==> config.mk <==
export PLATFORM = sky130hd
export DESIGN_NAME = dom_top
export DESIGN_NICKNAME = d
export VERILOG_FILES = /design/src/inc/dom_pkg.sv /design/src/logic/dom_chan.sv /design/src/logic/dom_top.sv
export SDC_FILE = /design/constraint.sdc
export NUM_CORES = 1
export LEC_CHECK = 0
export BUFFER_PORTS_ARGS = -buffer_cell sky130_fd_sc_hd__buf_2
export CELL_PAD_IN_SITES_DETAIL_PLACEMENT = 0
export CELL_PAD_IN_SITES_GLOBAL_PLACEMENT = 1
export CORE_MARGIN = 1.5
export CORE_UTILIZATION = 41
export CTS_CLUSTER_DIAMETER = 50
export DETAILED_ROUTE_END_ITERATION = 8
export GPL_TIMING_DRIVEN = 1
export PLACE_DENSITY_LB_ADDON = 0.1
export SLEW_MARGIN = 20
export SYNTH_ARGS = -nofsm -noshare
export SYNTH_HDL_FRONTEND = slang
export SYNTH_HIERARCHICAL = 1
export SYNTH_SLANG_ARGS = --single-unit
==> constraint.sdc <==
create_clock -name i_clk -period 3.7 [get_ports i_clk]
set_input_delay 0.37 -clock i_clk [delete_from_list [all_inputs] [get_ports i_clk]]
set_output_delay 0.37 -clock i_clk [all_outputs]
set_load 0.01 [all_outputs]
==> src/inc/dom_pkg.sv <==
// Purpose: Shared constants and carriers for the digital output mux
// Assumes: Parameter indices are 16-bit object-dictionary indices
// Notes:   Selector bit 7 chooses normally-closed polarity
package dom_pkg;

	// ==========================================================
	// Parameter and object indices
	// ==========================================================
	localparam logic [15:0] IDX_OUT1_SEL   = 16'h2410;
	localparam logic [15:0] IDX_OUT2_SEL   = 16'h2411;
	localparam logic [15:0] IDX_OUT3_SEL   = 16'h2412;
	localparam logic [15:0] IDX_MASTER_DO  = 16'h60FE;
	localparam logic [7:0]  SUB_MASTER_DO  = 8'h01;
	localparam int          MASTER_BIT_LO  = 16;
	localparam int          NUM_OUT        = 3;

	// ==========================================================
	// Selector field layout and values
	// ==========================================================
	localparam int          SEL_POL_BIT    = 7;
	localparam logic [7:0]  SEL_RESET      = 8'h00;
	localparam logic [6:0]  SEL_MASTER     = 7'h00;
	localparam logic [7:0]  DEF_OUT1_SEL   = 8'h02;
	localparam logic [7:0]  DEF_OUT2_SEL   = 8'h01;
	localparam logic [7:0]  DEF_OUT3_SEL   = 8'h03;

	// Function codes in normally-open form
	localparam logic [6:0]  FN_ALARM       = 7'h01;
	localparam logic [6:0]  FN_READY       = 7'h02;
	localparam logic [6:0]  FN_BRAKE       = 7'h03;
	localparam logic [6:0]  FN_INPOS       = 7'h04;
	localparam logic [6:0]  FN_ATSPEED     = 7'h05;
	localparam logic [6:0]  FN_TORQUE      = 7'h06;
	localparam logic [6:0]  FN_ZEROSPD     = 7'h07;
	localparam logic [6:0]  FN_VMATCH      = 7'h08;
	localparam logic [6:0]  FN_PCMD        = 7'h0B;
	localparam logic [6:0]  FN_VLIMIT      = 7'h0D;
	localparam logic [6:0]  FN_VCMD        = 7'h0F;
	localparam logic [6:0]  FN_STATE       = 7'h12;
	localparam logic [6:0]  FN_COMPARE     = 7'h14;
	localparam logic [6:0]  FN_HOMED       = 7'h22;

	// ==========================================================
	// Carriers
	// ==========================================================
	// Internal drive status functions, all active high
	typedef struct packed {
		logic fault_flag;
		logic servo_ready;
		logic brake_release_flag;
		logic in_position_flag;
		logic speed_reached_flag;
		logic torque_limited_flag;
		logic zero_speed_flag;
		logic velocity_match_flag;
		logic position_cmd_active;
		logic velocity_limit_active;
		logic velocity_cmd_active;
		logic drive_state_flag;
		logic position_compare_output;
		logic homing_done;
	} dom_status_s;

	// Divided encoder phases, single ended, active high
	typedef struct packed {
		logic phase_a;
		logic phase_b;
		logic phase_z;
	} dom_enc_s;

	// Differential encoder pair outputs
	typedef struct packed {
		logic a_p;
		logic a_n;
		logic b_p;
		logic b_n;
		logic z_p;
		logic z_n;
	} dom_diff_s;

endpackage

==> src/logic/dom_chan.sv <==
// Purpose: Decode one output selector into a pin level
// Assumes: Pure combinational, registered by the caller
// Notes:   Undefined codes report not defined and give the idle level
`timescale 1ns/1ps
module dom_chan
(
	input  wire logic [7:0]          i_sel,      // Selector code
	input  wire dom_pkg::dom_status_s i_status,  // Status functions
	input  wire logic                i_master,   // Master-written bit
	output logic                     o_level,    // Next pin level
	output logic                     o_defined,  // Code is a function
	output logic [6:0]               o_func      // Function part
);

	// ==========================================================
	// Function select
	// ==========================================================
	logic       fn_active;  // Selected function asserted
	logic       fn_known;   // Code is in the table
	logic       nc_form;    // Normally-closed polarity
	logic [6:0] fn_code;    // Code without polarity bit

	assign nc_form = i_sel[dom_pkg::SEL_POL_BIT];
	assign fn_code = i_sel[6:0];
	assign o_func  = fn_code;

	// Table lookup of the selected status function
	always_comb
	begin
		fn_active = 1'b0;
		fn_known  = 1'b1;
		case (fn_code)
			dom_pkg::FN_ALARM:   fn_active = i_status.fault_flag;
			dom_pkg::FN_READY:   fn_active = i_status.servo_ready;
			dom_pkg::FN_BRAKE:   fn_active = i_status.brake_release_flag;
			dom_pkg::FN_INPOS:   fn_active = i_status.in_position_flag;
			dom_pkg::FN_ATSPEED: fn_active = i_status.speed_reached_flag;
			dom_pkg::FN_TORQUE:  fn_active = i_status.torque_limited_flag;
			dom_pkg::FN_ZEROSPD: fn_active = i_status.zero_speed_flag;
			dom_pkg::FN_VMATCH:  fn_active = i_status.velocity_match_flag;
			dom_pkg::FN_PCMD:    fn_active = i_status.position_cmd_active;
			dom_pkg::FN_VLIMIT:  fn_active = i_status.velocity_limit_active;
			dom_pkg::FN_VCMD:    fn_active = i_status.velocity_cmd_active;
			dom_pkg::FN_STATE:   fn_active = i_status.drive_state_flag;
			dom_pkg::FN_COMPARE: fn_active = i_status.position_compare_output;
			dom_pkg::FN_HOMED:   fn_active = i_status.homing_done;
			default:             fn_known  = 1'b0;
		endcase
	end

	// Polarity and master control
	always_comb
	begin
		o_defined = 1'b0;
		if (i_sel == dom_pkg::SEL_RESET)
		begin
			// Master drives the pin
			o_level = i_master;
		end
		else if (fn_known && (fn_code != dom_pkg::SEL_MASTER))
		begin
			o_defined = 1'b1;
			// NO form drives low when active, NC form high
			o_level = nc_form ? fn_active : ~fn_active;
		end
		else
		begin
			// Unknown code: idle level of the chosen polarity
			o_level = ~nc_form;
		end
	end

endmodule

==> src/logic/dom_top.sv <==
// Purpose: Route drive status functions onto three digital outputs
// Assumes: Status, encoder and parameter ports are on i_clk
// Notes:   Selectors reset to zero, so pins start under master control
`timescale 1ns/1ps

module dom_top
(
	input  wire logic                 i_clk,          // 100 MHz clock
	input  wire logic                 i_nrst,         // Async reset
	input  wire logic                 i_par_wr,       // Parameter write
	input  wire logic                 i_par_rd,       // Parameter read
	input  wire logic [15:0]          i_par_index,    // Parameter index
	input  wire logic [7:0]           i_par_sub,      // Sub-index
	input  wire logic [31:0]          i_par_wdata,    // Write data
	input  wire logic                 i_load_defaults,// Factory load
	input  wire dom_pkg::dom_status_s i_status,       // Status functions
	input  wire dom_pkg::dom_enc_s    i_enc,          // Divided encoder
	output logic [31:0]               o_par_rdata,    // Read data
	output logic                      o_par_ack,      // Access done
	output logic                      o_first_digital_output,
	output logic                      o_second_digital_output,
	output logic                      o_third_digital_output,
	output dom_pkg::dom_diff_s        o_enc_diff,     // Encoder pairs
	output logic                      o_index_open_collector_out,
	output logic                      o_index_open_collector_out_oe_n,
	output logic                      o_duplicate_assignment_error
);

	// ==========================================================
	// Reset synchroniser
	// ==========================================================
	logic rst_meta_n;  // First stage, read only by second
	logic rst_n;       // Released reset used by the block

	// Assert at once, release after two edges
	always_ff @(posedge i_clk or negedge i_nrst)
	begin
		if (!i_nrst)
		begin
			rst_meta_n <= 1'b0;
			rst_n      <= 1'b0;
		end
		else
		begin
			rst_meta_n <= 1'b1;
			rst_n      <= rst_meta_n;
		end
	end

	// ==========================================================
	// Selector registers and master bits
	// ==========================================================
	logic [7:0] sel [dom_pkg::NUM_OUT];  // Output selectors
	logic [2:0] master_do;               // Master-written levels
	logic       wr_sel1;                 // Write hits selector 1
	logic       wr_sel2;                 // Write hits selector 2
	logic       wr_sel3;                 // Write hits selector 3
	logic       wr_master;               // Write hits master object

	// Index decode
	always_comb
	begin
		wr_sel1   = 1'b0;
		wr_sel2   = 1'b0;
		wr_sel3   = 1'b0;
		wr_master = 1'b0;
		if (i_par_index == dom_pkg::IDX_OUT1_SEL)
		begin
			// First output's selector
			wr_sel1 = i_par_wr;
		end
		else if (i_par_index == dom_pkg::IDX_OUT2_SEL)
		begin
			// Second output's selector
			wr_sel2 = i_par_wr;
		end
		else if (i_par_index == dom_pkg::IDX_OUT3_SEL)
		begin
			// Third output's selector
			wr_sel3 = i_par_wr;
		end
		else if ((i_par_index == dom_pkg::IDX_MASTER_DO) &&
			(i_par_sub == dom_pkg::SUB_MASTER_DO))
		begin
			// Master object, only its first sub-index
			wr_master = i_par_wr;
		end
	end

	// Selector storage, any value 00h to FFh accepted
	always_ff @(posedge i_clk or negedge rst_n)
	begin
		if (!rst_n)
		begin
			sel[0] <= dom_pkg::SEL_RESET;
			sel[1] <= dom_pkg::SEL_RESET;
			sel[2] <= dom_pkg::SEL_RESET;
		end
		else if (i_load_defaults)
		begin
			// Factory set, all normally-open
			sel[0] <= dom_pkg::DEF_OUT1_SEL;
			sel[1] <= dom_pkg::DEF_OUT2_SEL;
			sel[2] <= dom_pkg::DEF_OUT3_SEL;
		end
		else
		begin
			// New code steers the pin from the next edge
			if (wr_sel1)
			begin
				sel[0] <= i_par_wdata[7:0];
			end
			if (wr_sel2)
			begin
				sel[1] <= i_par_wdata[7:0];
			end
			if (wr_sel3)
			begin
				sel[2] <= i_par_wdata[7:0];
			end
		end
	end

	// Master output bits from the digital-output object
	always_ff @(posedge i_clk or negedge rst_n)
	begin
		if (!rst_n)
		begin
			// Master-controlled pins start low once released
			master_do <= 3'h0;
		end
		else if (wr_master)
		begin
			master_do <= i_par_wdata[dom_pkg::MASTER_BIT_LO +: 3];
		end
	end

	// ==========================================================
	// Read and acknowledge
	// ==========================================================
	logic [31:0] next_rdata;  // Read mux result

	// Read mux; unmapped indices read zero
	always_comb
	begin
		next_rdata = 32'h0000_0000;
		if (i_par_index == dom_pkg::IDX_OUT1_SEL)
		begin
			// First selector, zero extended
			next_rdata = {24'h00_0000, sel[0]};
		end
		else if (i_par_index == dom_pkg::IDX_OUT2_SEL)
		begin
			// Second selector, zero extended
			next_rdata = {24'h00_0000, sel[1]};
		end
		else if (i_par_index == dom_pkg::IDX_OUT3_SEL)
		begin
			// Third selector, zero extended
			next_rdata = {24'h00_0000, sel[2]};
		end
		else if ((i_par_index == dom_pkg::IDX_MASTER_DO) &&
			(i_par_sub == dom_pkg::SUB_MASTER_DO))
		begin
			// Master levels back in their object bits
			next_rdata = {13'h0000, master_do, 16'h0000};
		end
	end

	// Registered read data, held until the next read
	always_ff @(posedge i_clk or negedge rst_n)
	begin
		if (!rst_n)
		begin
			o_par_rdata <= 32'h0000_0000;
		end
		else if (i_par_rd)
		begin
			// Captured on the read strobe only
			o_par_rdata <= next_rdata;
		end
	end

	// One-cycle acknowledge for each access
	always_ff @(posedge i_clk or negedge rst_n)
	begin
		if (!rst_n)
		begin
			o_par_ack <= 1'b0;
		end
		else
		begin
			o_par_ack <= i_par_rd | i_par_wr;
		end
	end

	// ==========================================================
	// Output channels
	// ==========================================================
	logic [2:0] next_level;  // Decoded pin levels
	logic [2:0] defined;     // Channel carries a function
	logic [6:0] func [dom_pkg::NUM_OUT];  // Function codes

	// One decoder per output; no mode input, so all modes apply
	for (genvar g = 0; g < dom_pkg::NUM_OUT; g++)
	begin : g_chan
		dom_chan i_dom_chan
		(
			.i_sel     (sel[g]),
			.i_status  (i_status),
			.i_master  (master_do[g]),
			.o_level   (next_level[g]),
			.o_defined (defined[g]),
			.o_func    (func[g])
		);
	end

	// Pin registers; high is the idle level of the open form
	always_ff @(posedge i_clk or negedge rst_n)
	begin
		if (!rst_n)
		begin
			// Idle level of the open form while held
			o_first_digital_output  <= 1'b1;
			o_second_digital_output <= 1'b1;
			o_third_digital_output  <= 1'b1;
		end
		else
		begin
			o_first_digital_output  <= next_level[0];
			o_second_digital_output <= next_level[1];
			o_third_digital_output  <= next_level[2];
		end
	end

	// ==========================================================
	// Duplicate assignment check
	// ==========================================================
	logic next_dup;  // Same function on two channels

	// Compare function parts of defined channels pairwise
	always_comb
	begin
		next_dup = (defined[0] && defined[1] && (func[0] == func[1])) ||
			(defined[0] && defined[2] && (func[0] == func[2])) ||
			(defined[1] && defined[2] && (func[1] == func[2]));
	end

	// Error level, follows the current configuration
	always_ff @(posedge i_clk or negedge rst_n)
	begin
		if (!rst_n)
		begin
			o_duplicate_assignment_error <= 1'b0;
		end
		else
		begin
			o_duplicate_assignment_error <= next_dup;
		end
	end

	// ==========================================================
	// Divided encoder outputs
	// ==========================================================
	// Differential pairs and the open-collector index
	always_ff @(posedge i_clk or negedge rst_n)
	begin
		if (!rst_n)
		begin
			o_enc_diff                      <= 6'b01_0101;
			o_index_open_collector_out      <= 1'b0;
			o_index_open_collector_out_oe_n <= 1'b1;
		end
		else
		begin
			o_enc_diff.a_p <= i_enc.phase_a;
			o_enc_diff.a_n <= ~i_enc.phase_a;
			o_enc_diff.b_p <= i_enc.phase_b;
			o_enc_diff.b_n <= ~i_enc.phase_b;
			o_enc_diff.z_p <= i_enc.phase_z;
			o_enc_diff.z_n <= ~i_enc.phase_z;
			// Transistor pulls low during the index pulse
			o_index_open_collector_out      <= 1'b0;
			o_index_open_collector_out_oe_n <= ~i_enc.phase_z;
		end
	end

endmodule

==> results of run 1 <==
timing repair:
item,CTS,global route
hold endpoints to repair,2,0
hold buffers,1,0
resized for setup,0,0
cells by family after synthesis:
family          share of synthesized area [%]
buf+inv                                  13.3
simple gates                             24.1
xor+xnor                                 5.52
mux                                      12.1
other cells                             0.197
compound gates                           11.0
flops                                    33.7
cells in the mapped netlist, drive strengths merged, types with 7 or more instances:
master,n,area share (%)
nand3,8,1.1
o21ai,28,3.7
mux2i,28,7.4
nand2,29,2.9
xor2,9,2.1
buf,59,11
nor2,23,2.5
dfrtp,45,30
nor3,11,1.4
a31o,8,1.8
xnor2,15,3.5
a21oi,9,1.2
nor2b,19,3.1
clkbuf,8,0.82
inv,13,1.3
nor4b,7,2.2
nand2b,22,3.6
mux2,9,2.7
sequential cells by signal, indices dropped and copies added (netlist names):
signal and flops:
master_do 3, o_duplicate_assignment_error 1, o_enc_diff 5, o_first_digital_output 1, o_index_open_collector_out_oe_n 1, o_par_ack 1
o_par_rdata 11, o_second_digital_output 1, o_third_digital_output 1, rst_meta_n 1, rst_n 1, sel 24
report_power, final:
| part | switching, uW | internal, uW |
|---|---|---|
| combinational | 67.7 | 46.5 |
| clock | 203 | 140 |
| sequential | 5.18 | 566 |
| total | 276 | 752 |
worst max-delay path, stage by stage (launching register included):
cell and delay, ns:
dfrtp_1 0.61, or4b_4 0.63, nor2_1 0.10, a31oi_1 0.07, nor2_1 0.17, nand3_1 0.09
nor4_1 0.27, or3_1 0.15
worst max-delay path by stage:
stage / slack, ns / from / end
2_1_floorplan: 1.88 / sel[10] / o_second_digital_output
3_3_place_gp: 1.57 / sel[19] / o_duplicate_assignment_error
3_5_place_dp: 1.55 / sel[3] / o_third_digital_output
4_1_cts: 1.53 / sel[3] / o_third_digital_output
5_1_grt: 1.33 / sel[19] / o_duplicate_assignment_error
6_report: 1.54 / sel[19] / o_duplicate_assignment_error
cell usage in the layout, fill, tap and decap left out, types with 4 or more instances in the layout:
cell type   n
inv_1      13
or3_1       5
mux2_2      6
nor3b_1     4
o2bb2ai_1   6
o22ai_1     6
a31o_2      8
clkbuf_8    5
dfstp_2     6
nand2_1    28
buf_2      79
conb_1     23
mux2i_1    28
o21ai_0    25
a21oi_1     9
nor2b_1    19
nor2_1     22
nor4_1      4
nand3_1     8
nand2b_1   22
nor4b_1     5
xor2_1      9
xnor2_1    15
nand4_1     4
nor3_1     11
dfrtp_1    44
layout make-up:
type	instances	area, um2
Fill cell	894	4780
Multi-Input combinational cell	304	2090
Tap cell	108	135
Timing Repair Buffer	81	413
Inverter	13	48.8
Clock inverter	3	26.3
Sequential cell	51	1280
Clock buffer	5	68.8
metrics by stage:
step                      instances  total power (uW)  hold slack, ns  setup slack, ns
after floorplan                 435               657          0.0744             1.88
after global routing            565              1080           0.147             1.33
final                           565              1030           0.161             1.54
after global placement          556               696           0.155             1.57
after CTS                       565              1040           0.156             1.53
after detailed placement        556               697           0.157             1.55
routing by layer:
metal  wire length, um  global-route usage (%)  up-vias
li1                  -                       -     1481
met1              4580                    28.2     1438
met2              4490                    33.2       94
met3               411                    3.02        9
met4               108                    4.88        0
met5                 0                       0        -
==> out/qor.csv, run 1 <==
stage,metric,value,unit
power_and_ir_drop,ir_worst_vdd,0.161,mV
timing,finalSetupViolCount,0,
cts,cts_root_buffer,clkbuf_8,
floorplan,io_pins,123,
yosys,synth_edf_count,0,
global_routing,grt_antenna_before_repair,0,
yosys,syn_area,3800,um2
cts,htree_levels,2,
floorplan,die_h,99.3,um
cts,cts-buffers-inserted,5,
finish,antenna_cells,0,
timing,post-route-period-util,58.3,%
critical_path,worst-path-max-fanout,15,
critical_path,arrival,2.41,ns
routing,vias_per_cell,5.35,
critical_path,cp-end-kind,register,
routing,vias,3022,
run_status,status,completed,
placement,placed_area,3970,um2
yosys,synth.distinct_cells,49,
routing,drc,0,
yosys,yosysSeqAreaShare,33.7,%
critical_path,r2r-end,o_duplicate_assignment_error,
floorplan,initial_core_util,43.0,%
placement,dpl.hpwl,6970,um
cts,clk_path_buf_depth,2,
routing,drt_pass1_iterations,4,
timing,fin_crit,2.16,ns
floorplan,core,8850,um2
cts,cts.sinks,51,
floorplan,placementRows,34,
timing,tightest_slew,0.640,ns
yosys,yosys_most_used_dff,dfrtp_1,
critical_path,crit_required,3.96,ns
power_and_ir_drop,power.density,253,nW/um2
global_routing,grtUsageTotal,20.2,%
global_routing,grt_pass1_wl,15700,um
critical_path,critical_path_class,reg -> reg,
min_path,min_to,o_index_open_collector_out_oe_n,
routing,routedWlPerCell,17.0,um
timing,drv_slew,0,
yosys,synth_seq_cells,51,
cts,tritoncts,yes,
finish,final_cell_area,4070,um2
yosys,yosys_warnings,6,
floorplan,die_width,99.3,um
cts,worst_skew_pair.late_latency,0.31,ns
routing,wl,9600,um
yosys,syn_avg_cell_area,9.19,um2
global_routing,grt_max_degree,35,
critical_path,r2r_slack,1.54,ns
placement,numPortBuffers,79,
yosys,syn_inst,414,
yosys,synthArstFlopShare,100,%
cts,clk_pin_slew,0.11,ns
timing,finClkSkew,0.00973,ns
routing,drt-initial-drc-count,171,
run,maxCapViolCount,0,
critical_path,r2r_cells,7,
min_path,hp-class,in -> reg,
global_routing,grt_overflow,0,
power_and_ir_drop,p_leak,0.00184,uW
min_path,hold_path_depth,2,
critical_path,start_kind,register,
finish,final_nets,534,
finish,drive_above_1_share,26.3,%
timing,hold_viol_final,0,
cts,postCtsSetupBuffers,0,
timing,rsz0062_at_grt,no,
timing,timing.setup.tns,0,ns
critical_path,worstReg2RegStart,sel[19],
min_path,hp-start,i_enc[0],
finish,utilization,46.0,%
timing,max_freq,0.463,GHz
timing,slew_headroom,57.3,%
routing,antenna_left,0,
placement,gp_congestion,0.787,
global_routing,grt_pass1_vias,3003,
floorplan,design.die.area,9870,um2
finish,syn_to_final_growth,7.00,%
Power figures use the tool's default switching activity.
==> run 2: changes to the inputs <==
- ABC_AREA: not set -> 1
- CORE_UTILIZATION: 41 -> 37
- clock period: 3.7 -> 2.25 ns (I/O delays scaled with it)
==> run 2 against run 1 <==
Against the previous run:
- combinational power grew to 5.1 times the previous value
- setup slack lost 1.2 ns
- wire length grew 27%
- count of clock-buffer cells in the layout grew 1
- final cell count grew 47%
- register-to-register slack lost 1.2 ns
- critical path depth grew 5
- largest power group unchanged
==> out/qor.csv, run 2 <==
stage,metric,value,unit,change
run_status,status,completed,,unchanged
timing,hold_viol_final,0,,unchanged
floorplan,die_h,109,um,was 99.3 um
finish,multi_input_area,2300,um2,was 2090 um2
finish,antenna_cells,0,,unchanged
routing,drt-initial-drc-count,224,,was 171
timing,max_freq,0.519,GHz,was 0.463 GHz
critical_path,start_kind,register,,unchanged
timing,drv_slew,0,,unchanged
placement,dpl.hpwl,10000,um,was 6970 um
global_routing,grt_pass1_wl,19600,um,"was 15,700 um"
yosys,yosys_most_used_dff,dfrtp_1,,unchanged
critical_path,critical_path_class,reg -> reg,,unchanged
yosys,synth_edf_count,0,,unchanged
cts,htree_levels,2,,unchanged
yosys,synth.area.top_cells,"dfrtp_1 (27%), nand2_1 (16%), nand3_1 (13%)",,"was dfrtp_1 (30%), buf_4 (9.9%), mux2i_1 (7.4%)"
cts,cts.sinks,51,,unchanged
timing,slew_headroom,56.8,%,was 57.3%
cts,tritoncts,yes,,unchanged
yosys,syn_area,4190,um2,was 3800 um2
global_routing,grt_overflow,0,,unchanged
floorplan,design.die.area,12000,um2,was 9870 um2
critical_path,r2r-end,o_duplicate_assignment_error,,unchanged
critical_path,r2r_cells,12,,was 7
yosys,synth_top_area_share,26.9,%,was 29.6%
timing,fin_crit,1.93,ns,was 2.16 ns
yosys,syn_inst,622,,was 414
timing,rsz0062_at_grt,no,,unchanged
floorplan,placementRows,38,,was 34
run,maxCapViolCount,0,,unchanged
floorplan,initial_core_util,38.3,%,was 43.0%
cts,postCtsSetupBuffers,0,,unchanged
yosys,syn_avg_cell_area,6.73,um2,was 9.19 um2
finish,reg_top3,"sel x24, o_par_rdata x11, o_enc_diff x5",,unchanged
finish,seqCellArea,1280,um2,unchanged
critical_path,worst-path-max-fanout,8,,was 15
yosys,synth.distinct_cells,32,,was 49
min_path,hold_path_depth,2,,unchanged
timing,finalSetupViolCount,0,,unchanged
timing,timing.final.ws_setup,0.322,ns,was 1.54 ns
cts,clk_path_buf_depth,2,,unchanged
finish,largest_reg_flops,24,,unchanged
timing,post-route-period-util,85.7,%,was 58.3%
finish,final_cell_mix,"nand2_1 (173), nand3_1 (107), buf_2 (79), nor2_1 (62), inv_1 (56)",,"was buf_2 (79), dfrtp_1 (44), mux2i_1 (28), nand2_1 (28), o21ai_0 (25)"
floorplan,io_pins,123,,unchanged
finish,final_nets,766,,was 534
critical_path,crit_start,sel[21],,was sel[19]
power_and_ir_drop,p_leak,0.00257,uW,was 0.00184 uW
yosys,yosys_warnings,6,,unchanged
power_and_ir_drop,ir_worst_vdd,0.312,mV,was 0.161 mV
routing,drt_pass1_iterations,5,,was 4
routing,drc,0,,unchanged
critical_path,cp-end-kind,register,,unchanged
critical_path,worstReg2RegStart,sel[21],,was sel[19]
critical_path,r2r_slack,0.32,ns,was 1.54 ns
min_path,hp-class,in -> reg,,unchanged
routing,wl,12200,um,was 9600 um
routing,vias,4047,,"was 3,022"
cts,cts_root_buffer,clkbuf_16,,was clkbuf_8
timing,finClkSkew,0.00945,ns,was 0.00973 ns
routing,antenna_left,0,,unchanged
critical_path,arrival,2.16,ns,was 2.41 ns
global_routing,grtUsageTotal,21.7,%,was 20.2%
finish,nFillCells,1180,,was 894
placement,dp_slack,0.327,ns,was 1.55 ns
global_routing,grt_antenna_before_repair,0,,unchanged
finish,top_register,sel,,unchanged
placement,gp_congestion,0.847,,was 0.787
cts,clk_pin_slew,0.07,ns,was 0.11 ns
yosys,synth_most_common_cell,nand2_1,,was buf_4
global_routing,grt_max_degree,31,,was 35
routing,routedWlPerCell,14.7,um,was 17.0 um
critical_path,worstSetupEndpoint,o_duplicate_assignment_error,,unchanged
critical_path,crit_required,2.48,ns,was 3.96 ns
finish,layout_commonest_cell,nand2_1,,was buf_2
yosys,synth_seq_cells,51,,unchanged
cts,worst_skew_pair.late_latency,0.29,ns,was 0.31 ns
floorplan,core,10900,um2,was 8850 um2
finish,drive_above_1_share,24.5,%,was 26.3%
cts,cts-buffers-inserted,5,,unchanged
yosys,synth_commonest_cells,"nand2_1 (173), nand3_1 (107), nor2_1 (62)",,"was buf_4 (50), dfrtp_1 (45), mux2i_1 (28), nand2_1 (28), o21ai_0 (25)"
power_and_ir_drop,power.density,555,nW/um2,was 253 nW/um2
placement,numPortBuffers,79,,unchanged
yosys,synthArstFlopShare,100,%,unchanged
global_routing,grt_pass1_vias,3872,,"was 3,003"
timing,timing.setup.tns,0,ns,unchanged
timing,tightest_slew,0.647,ns,was 0.640 ns
floorplan,die_width,109,um,was 99.3 um
finish,syn_to_final_growth,12.8,%,was 7.00%
yosys,yosysTopAreaCell,dfrtp_1,,unchanged
yosys,yosysSeqAreaShare,30.6,%,was 33.7%
routing,vias_per_cell,4.88,,was 5.35
run 2: cell count changes after synthesis, moves of 9 or more:
cell,delta
nand2_1,+145
nand3_1,+99
inv_1,+43
nor2_1,+40
mux2i_1,-28
nand2b_1,-22
nor2b_1,-19
o21ai_0,-16
nand4_1,+14
inv_2,+12
nor2_2,+12
xnor2_1,-12
nand2_2,+9
run 2: area by class of cell:
| cell class | count | share of cell area, % |
|---|---|---|
| clock buffers | 6 | 2.73 |
| clock inverters | 2 | 1.27 |
| inverters | 68 | 5.40 |
| multi-input cells | 468 | 48.7 |
| flip-flops and latches | 51 | 27.2 |
| well taps | 140 | 3.71 |
| repair buffers | 94 | 11.1 |
run 2: per-layer routing:
layer | wire (um) | vias up | track usage, %
met3 | 470 | 12 | 2.19
met2 | 5710 | 98 | 36.0
met1 | 5810 | 1877 | 30.4
met4 | 169 | 0 | 4.82
li1 | - | 2060 | -
met5 | 0 | - | 0
run 2: worst min path at each step:
stage | to | start
after global routing | o_enc_diff[2] | i_enc[1]
after CTS | o_enc_diff[4] | i_enc[2]
after global placement | rst_meta_n | i_nrst
after floorplan | rst_meta_n | i_nrst
final | o_index_open_collector_out_oe_n | i_enc[0]
after detailed placement | rst_meta_n | i_nrst
run 2: worst max-delay path: stages (launching register included):
cell and delay [ns]:
dfrtp_1 0.51, inv_1 0.15, nand2_1 0.06, nor2_1 0.23, o21ai_0 0.14, nand4_1 0.09, nand3b_1 0.15, nand2_1 0.06
a21oi_1 0.11, nand3_1 0.08, nor3_1 0.13, nand2_1 0.09, nand3_1 0.07
run 2: timing repair:
item / in CTS / in global routing
gates resized for setup: 0 / 0
endpoints found under the hold margin: 2 / 0
hold buffers: 1 / 0
endpoints found under the setup margin: 0 / 0
run 2: through the flow:
stage,utilization (%),hold slack [ns],power [uW],area (um2),instances
2_1_floorplan,-,-0.0706,1510,4270,643
3_3_place_gp,41.4,0.0108,1660,4530,820
3_5_place_dp,41.4,0.0122,1670,4530,820
4_1_cts,43.2,0.0385,2650,4730,829
5_1_grt,43.2,0.0419,2760,4730,829
6_report,43.2,0.0410,2620,4730,829
run 2: logic make-up after synthesis:
family / Yosys count / synth area share, %
and+or+nand+nor: 423 / 49.6
buffers and inverters: 124 / 16.3
DFF: 51 / 30.6
AOI/OAI and AO/OA: 18 / 2.45
xor gates and xnor gates: 4 / 0.836
other: 2 / 0.179
run 2: power by group:
part | internal (uW) | switching (uW)
logic | 208 | 379
clock network | 638 | 334
registers | 980 | 81.3
==> run 3: changes to the inputs <==
- CORE_UTILIZATION: 37 -> 35
- GPL_TIMING_DRIVEN: 1 -> not set
- SYNTH_HIERARCHICAL: 1 -> not set
==> run 3 against run 2 <==
Against the previous run:
- hold slack worse by 0.015 ns
- wire length decreased by 6.7%
- final cell count shrank 8.7%
- critical path depth is 6 lower
- sequential share of layout area is 3.5 points higher
- setup slack better by 0.20 ns
- count of clock-buffer cells in the layout is 1 higher
- combinational power down 36%
- non-clock buffer count down 9
==> out/qor.csv, run 3 <==
stage,metric,value,unit,change
floorplan,placementRows,37,,was 38
critical_path,crit_top_cell,nand3_1,,was nand2_1
critical_path,worst-path-max-fanout,5,,was 8
timing,rsz0062_at_grt,no,,unchanged
routing,drt_pass1_iterations,4,,was 5
power_and_ir_drop,p_sw_share,29.5,%,was 30.3%
power_and_ir_drop,comb_power_share,18.5,%,was 22.4%
critical_path,worstReg2RegStart,sel[22],,was sel[21]
critical_path,crit_cells,6,,was 12
finish,largest_reg_flops,24,,unchanged
run_status,status,completed,,unchanged
finish,final_nets,698,,was 766
timing,finalSetupViolCount,0,,unchanged
routing,vias_per_cell,4.91,,was 4.88
finish,antenna_cells,0,,unchanged
power_and_ir_drop,power.density,485,nW/um2,was 555 nW/um2
placement,gp_congestion,0.890,,was 0.847
yosys,syn_inst,550,,was 622
cts,htree_levels,2,,unchanged
yosys,synth_seq_cells,51,,unchanged
routing,wl_met1,5600,um,was 5810 um
critical_path,arrival,1.97,ns,was 2.16 ns
global_routing,grt_overflow,0,,unchanged
yosys,synth.area.top_cells,"dfrtp_1 (31%), nand2_1 (16%), nand3_1 (11%)",,"was dfrtp_1 (27%), nand2_1 (16%), nand3_1 (13%)"
critical_path,crit_required,2.49,ns,was 2.48 ns
timing,fin_crit,1.73,ns,was 1.93 ns
yosys,syn_area,3650,um2,was 4190 um2
yosys,synth.distinct_cells,33,,was 32
yosys,synth_commonest_cells,"nand2_1 (159), nand3_1 (83), nor2_1 (66)",,"was nand2_1 (173), nand3_1 (107), nor2_1 (62)"
power_and_ir_drop,p_leak,0.00219,uW,was 0.00257 uW
finish,stdcell_count,757,,was 829
critical_path,cp-end-kind,register,,unchanged
power_and_ir_drop,clkPwrFrac,31.5,%,was 37.1%
global_routing,grt_pass1_wl,17900,um,"was 19,600 um"
timing,timing.setup.tns,0,ns,unchanged
critical_path,r2r_cells,6,,was 12
finish,top_register,sel,,unchanged
finish,syn_to_final_growth,14.6,%,was 12.8%
critical_path,crit_family,simple AND/OR/NAND/NOR gates,,unchanged
global_routing,grt_max_degree,28,,was 31
cts,cts-buffers-inserted,5,,unchanged
floorplan,core,10200,um2,"was 10,900 um2"
yosys,yosys_warnings,0,,was 6
yosys,yosysTopAreaCell,dfrtp_1,,unchanged
power_and_ir_drop,p_switching,598,uW,was 795 uW
finish,final_cell_mix,"nand2_1 (159), nand3_1 (83), buf_2 (79), nor2_1 (66), inv_1 (57)",,"was nand2_1 (173), nand3_1 (107), buf_2 (79), nor2_1 (62), inv_1 (56)"
critical_path,path_cells,"buf_4, nor3_1, a21oi_1, nand3_1, nand2_1, nand3_1",,"was inv_1, nand2_1, nor2_1, o21ai_0, nand4_1, nand3b_1, nand2_1, a21oi_1, nand3_1, nor3_1, nand2_1, nand3_1"
critical_path,worstSetupEndpoint,o_duplicate_assignment_error,,unchanged
run,maxCapViolCount,0,,unchanged
finish,layout_commonest_cell,nand2_1,,unchanged
global_routing,grtUsageTotal,21.0,%,was 21.7%
routing,maxUsedRoutingLayer,met4,,unchanged
cts,cts_root_buffer,clkbuf_8,,was clkbuf_16
timing,hold_viol_final,0,,unchanged
cts,cts.sinks,51,,unchanged
timing,post-route-period-util,76.9,%,was 85.7%
critical_path,critical_path_class,reg -> reg,,unchanged
global_routing,grt_pass1_vias,3377,,"was 3,872"
timing,slew_headroom,56.6,%,was 56.8%
placement,numPortBuffers,79,,unchanged
timing,tightest_slew,0.645,ns,was 0.647 ns
critical_path,r2r-end,o_duplicate_assignment_error,,unchanged
floorplan,die_width,105,um,was 109 um
global_routing,grt_antenna_before_repair,0,,unchanged
yosys,synth_most_common_cell,nand2_1,,unchanged
yosys,synth_edf_count,0,,unchanged
cts,clk_pin_slew,0.09,ns,was 0.07 ns
critical_path,r2r_slack,0.52,ns,was 0.32 ns
cts,cts_resized,0,,unchanged
routing,drt-initial-drc-count,217,,was 224
yosys,yosys_most_used_dff,dfrtp_1,,unchanged
power_and_ir_drop,p_int,1430,uW,was 1830 uW
floorplan,die_h,105,um,was 109 um
cts,clk_path_buf_depth,2,,unchanged
floorplan,design.die.area,11000,um2,"was 12,000 um2"
cts,tritoncts,yes,,unchanged
timing,finClkSkew,0.00719,ns,was 0.00945 ns
finish,reg_top3,"sel x24, o_par_rdata x11, o_enc_diff x5",,unchanged
timing,drv_slew,0,,unchanged
routing,antenna_left,0,,unchanged
routing,dr_wl_met3,563,um,was 470 um
cts,worst_skew_pair.late_latency,0.31,ns,was 0.29 ns
routing,vias,3718,,"was 4,047"
placement,dp_slack,0.603,ns,was 0.327 ns
yosys,yosysSeqAreaShare,35.2,%,was 30.6%
floorplan,io_pins,123,,unchanged
critical_path,start_kind,register,,unchanged
critical_path,crit_buf_inv,1,,unchanged
finish,drive_above_1_share,18.4,%,was 24.5%
min_path,hp-class,in -> reg,,unchanged
routing,drc,0,,unchanged
cts,postCtsSetupBuffers,0,,unchanged
routing,wl_met2,5030,um,was 5710 um
floorplan,initial_core_util,35.7,%,was 38.3%
yosys,syn_avg_cell_area,6.63,um2,was 6.73 um2
critical_path,crit_start,sel[22],,was sel[21]
placement,dpl.hpwl,9000,um,"was 10,000 um"
power_and_ir_drop,p_seq_share,50.0,%,was 40.5%
yosys,synthArstFlopShare,100,%,unchanged
timing,max_freq,0.578,GHz,was 0.519 GHz
critical_path,critPathMaxStageDelay,0.55,ns,was 0.51 ns
placement,placedCellCount,748,,was 820
routing,wl,11300,um,"was 12,200 um"
routing,routedWlPerCell,15.0,um,was 14.7 um
timing,timing.final.ws_setup,0.520,ns,was 0.322 ns
yosys,synth_top_area_share,30.9,%,was 26.9%
power_and_ir_drop,ir_worst_vdd,0.239,mV,was 0.312 mV
critical_path,cp_slowest_cell,nor3_1,,was dfrtp_1
run 3: cell families (layout without fill, tap and decap cells):
logic type / Yosys count / after routing / share of synthesized area (%)
AND/OR/NAND/NOR: 346 / 346 / 42.5
XOR/XNOR: 13 / 13 / 3.12
AO/OA/AOI/OAI: 38 / 38 / 5.49
other: 2 / 23 / 0.206
flip-flops: 51 / 51 / 35.2
buffers and inverters: 100 / 150 / 13.5
run 3: how the worst min path moves through the flow:
stage                   from                               to  slack (ns)  cells past startpoint
global placement      i_nrst                       rst_meta_n        0.01                      1
floorplan             i_nrst                       rst_meta_n       -0.07                      0
finish              i_enc[0]  o_index_open_collector_out_oe_n        0.03                      2
global route        i_enc[0]  o_index_open_collector_out_oe_n        0.03                      2
CTS                 i_enc[0]  o_index_open_collector_out_oe_n        0.03                      2
detailed placement    i_nrst                       rst_meta_n        0.01                      1
run 3: timing repair:
item	CTS	global route
endpoints found under the hold margin	2	0
hold buffers	1	0
endpoints found under the setup margin	0	0
run 3: power by group through the flow:
stage	combinational (uW)	sequential, uW	clock, uW
final	376	1010	638
after global routing	422	1020	688
after CTS	375	1010	653
after detailed placement	372	1030	0
after global placement	371	1030	0
after floorplan	257	1010	0
run 3: routing by layer:
metal	GRT usage, %	up-vias
li1	-	1843
met1	30.8	1727
met2	32.8	134
met3	2.93	14
met4	4.21	0
met5	0	-
run 3: stage by stage:
step | hold WS, ns | power, uW | cell area, um2 | util [%]
3_5_place_dp | 0.0140 | 1400 | 4070 | 39.7
5_1_grt | 0.0264 | 2130 | 4180 | 40.9
6_report | 0.0257 | 2030 | 4180 | 40.9
2_1_floorplan | -0.0706 | 1270 | 3730 | -
4_1_cts | 0.0263 | 2040 | 4180 | 40.9
3_3_place_gp | 0.0115 | 1400 | 4070 | 39.7
run 3: area by class of cell:
cell class,instances,area [um2]
fillers,1118,6050
multi-input cells,420,1950
flip-flops and latches,51,1280
repair buffers,85,455
inverters,57,214
well taps,136,170
clock buffers,7,76.3
clock inverters,1,30.0
run 3: worst register-to-register path, cell delays in order, from the launching register on:
cell and delay (ns):
dfrtp_1 0.41, buf_4 0.17, nor3_1 0.55, a21oi_1 0.15, nand3_1 0.19, nand2_1 0.07
nand3_1 0.12
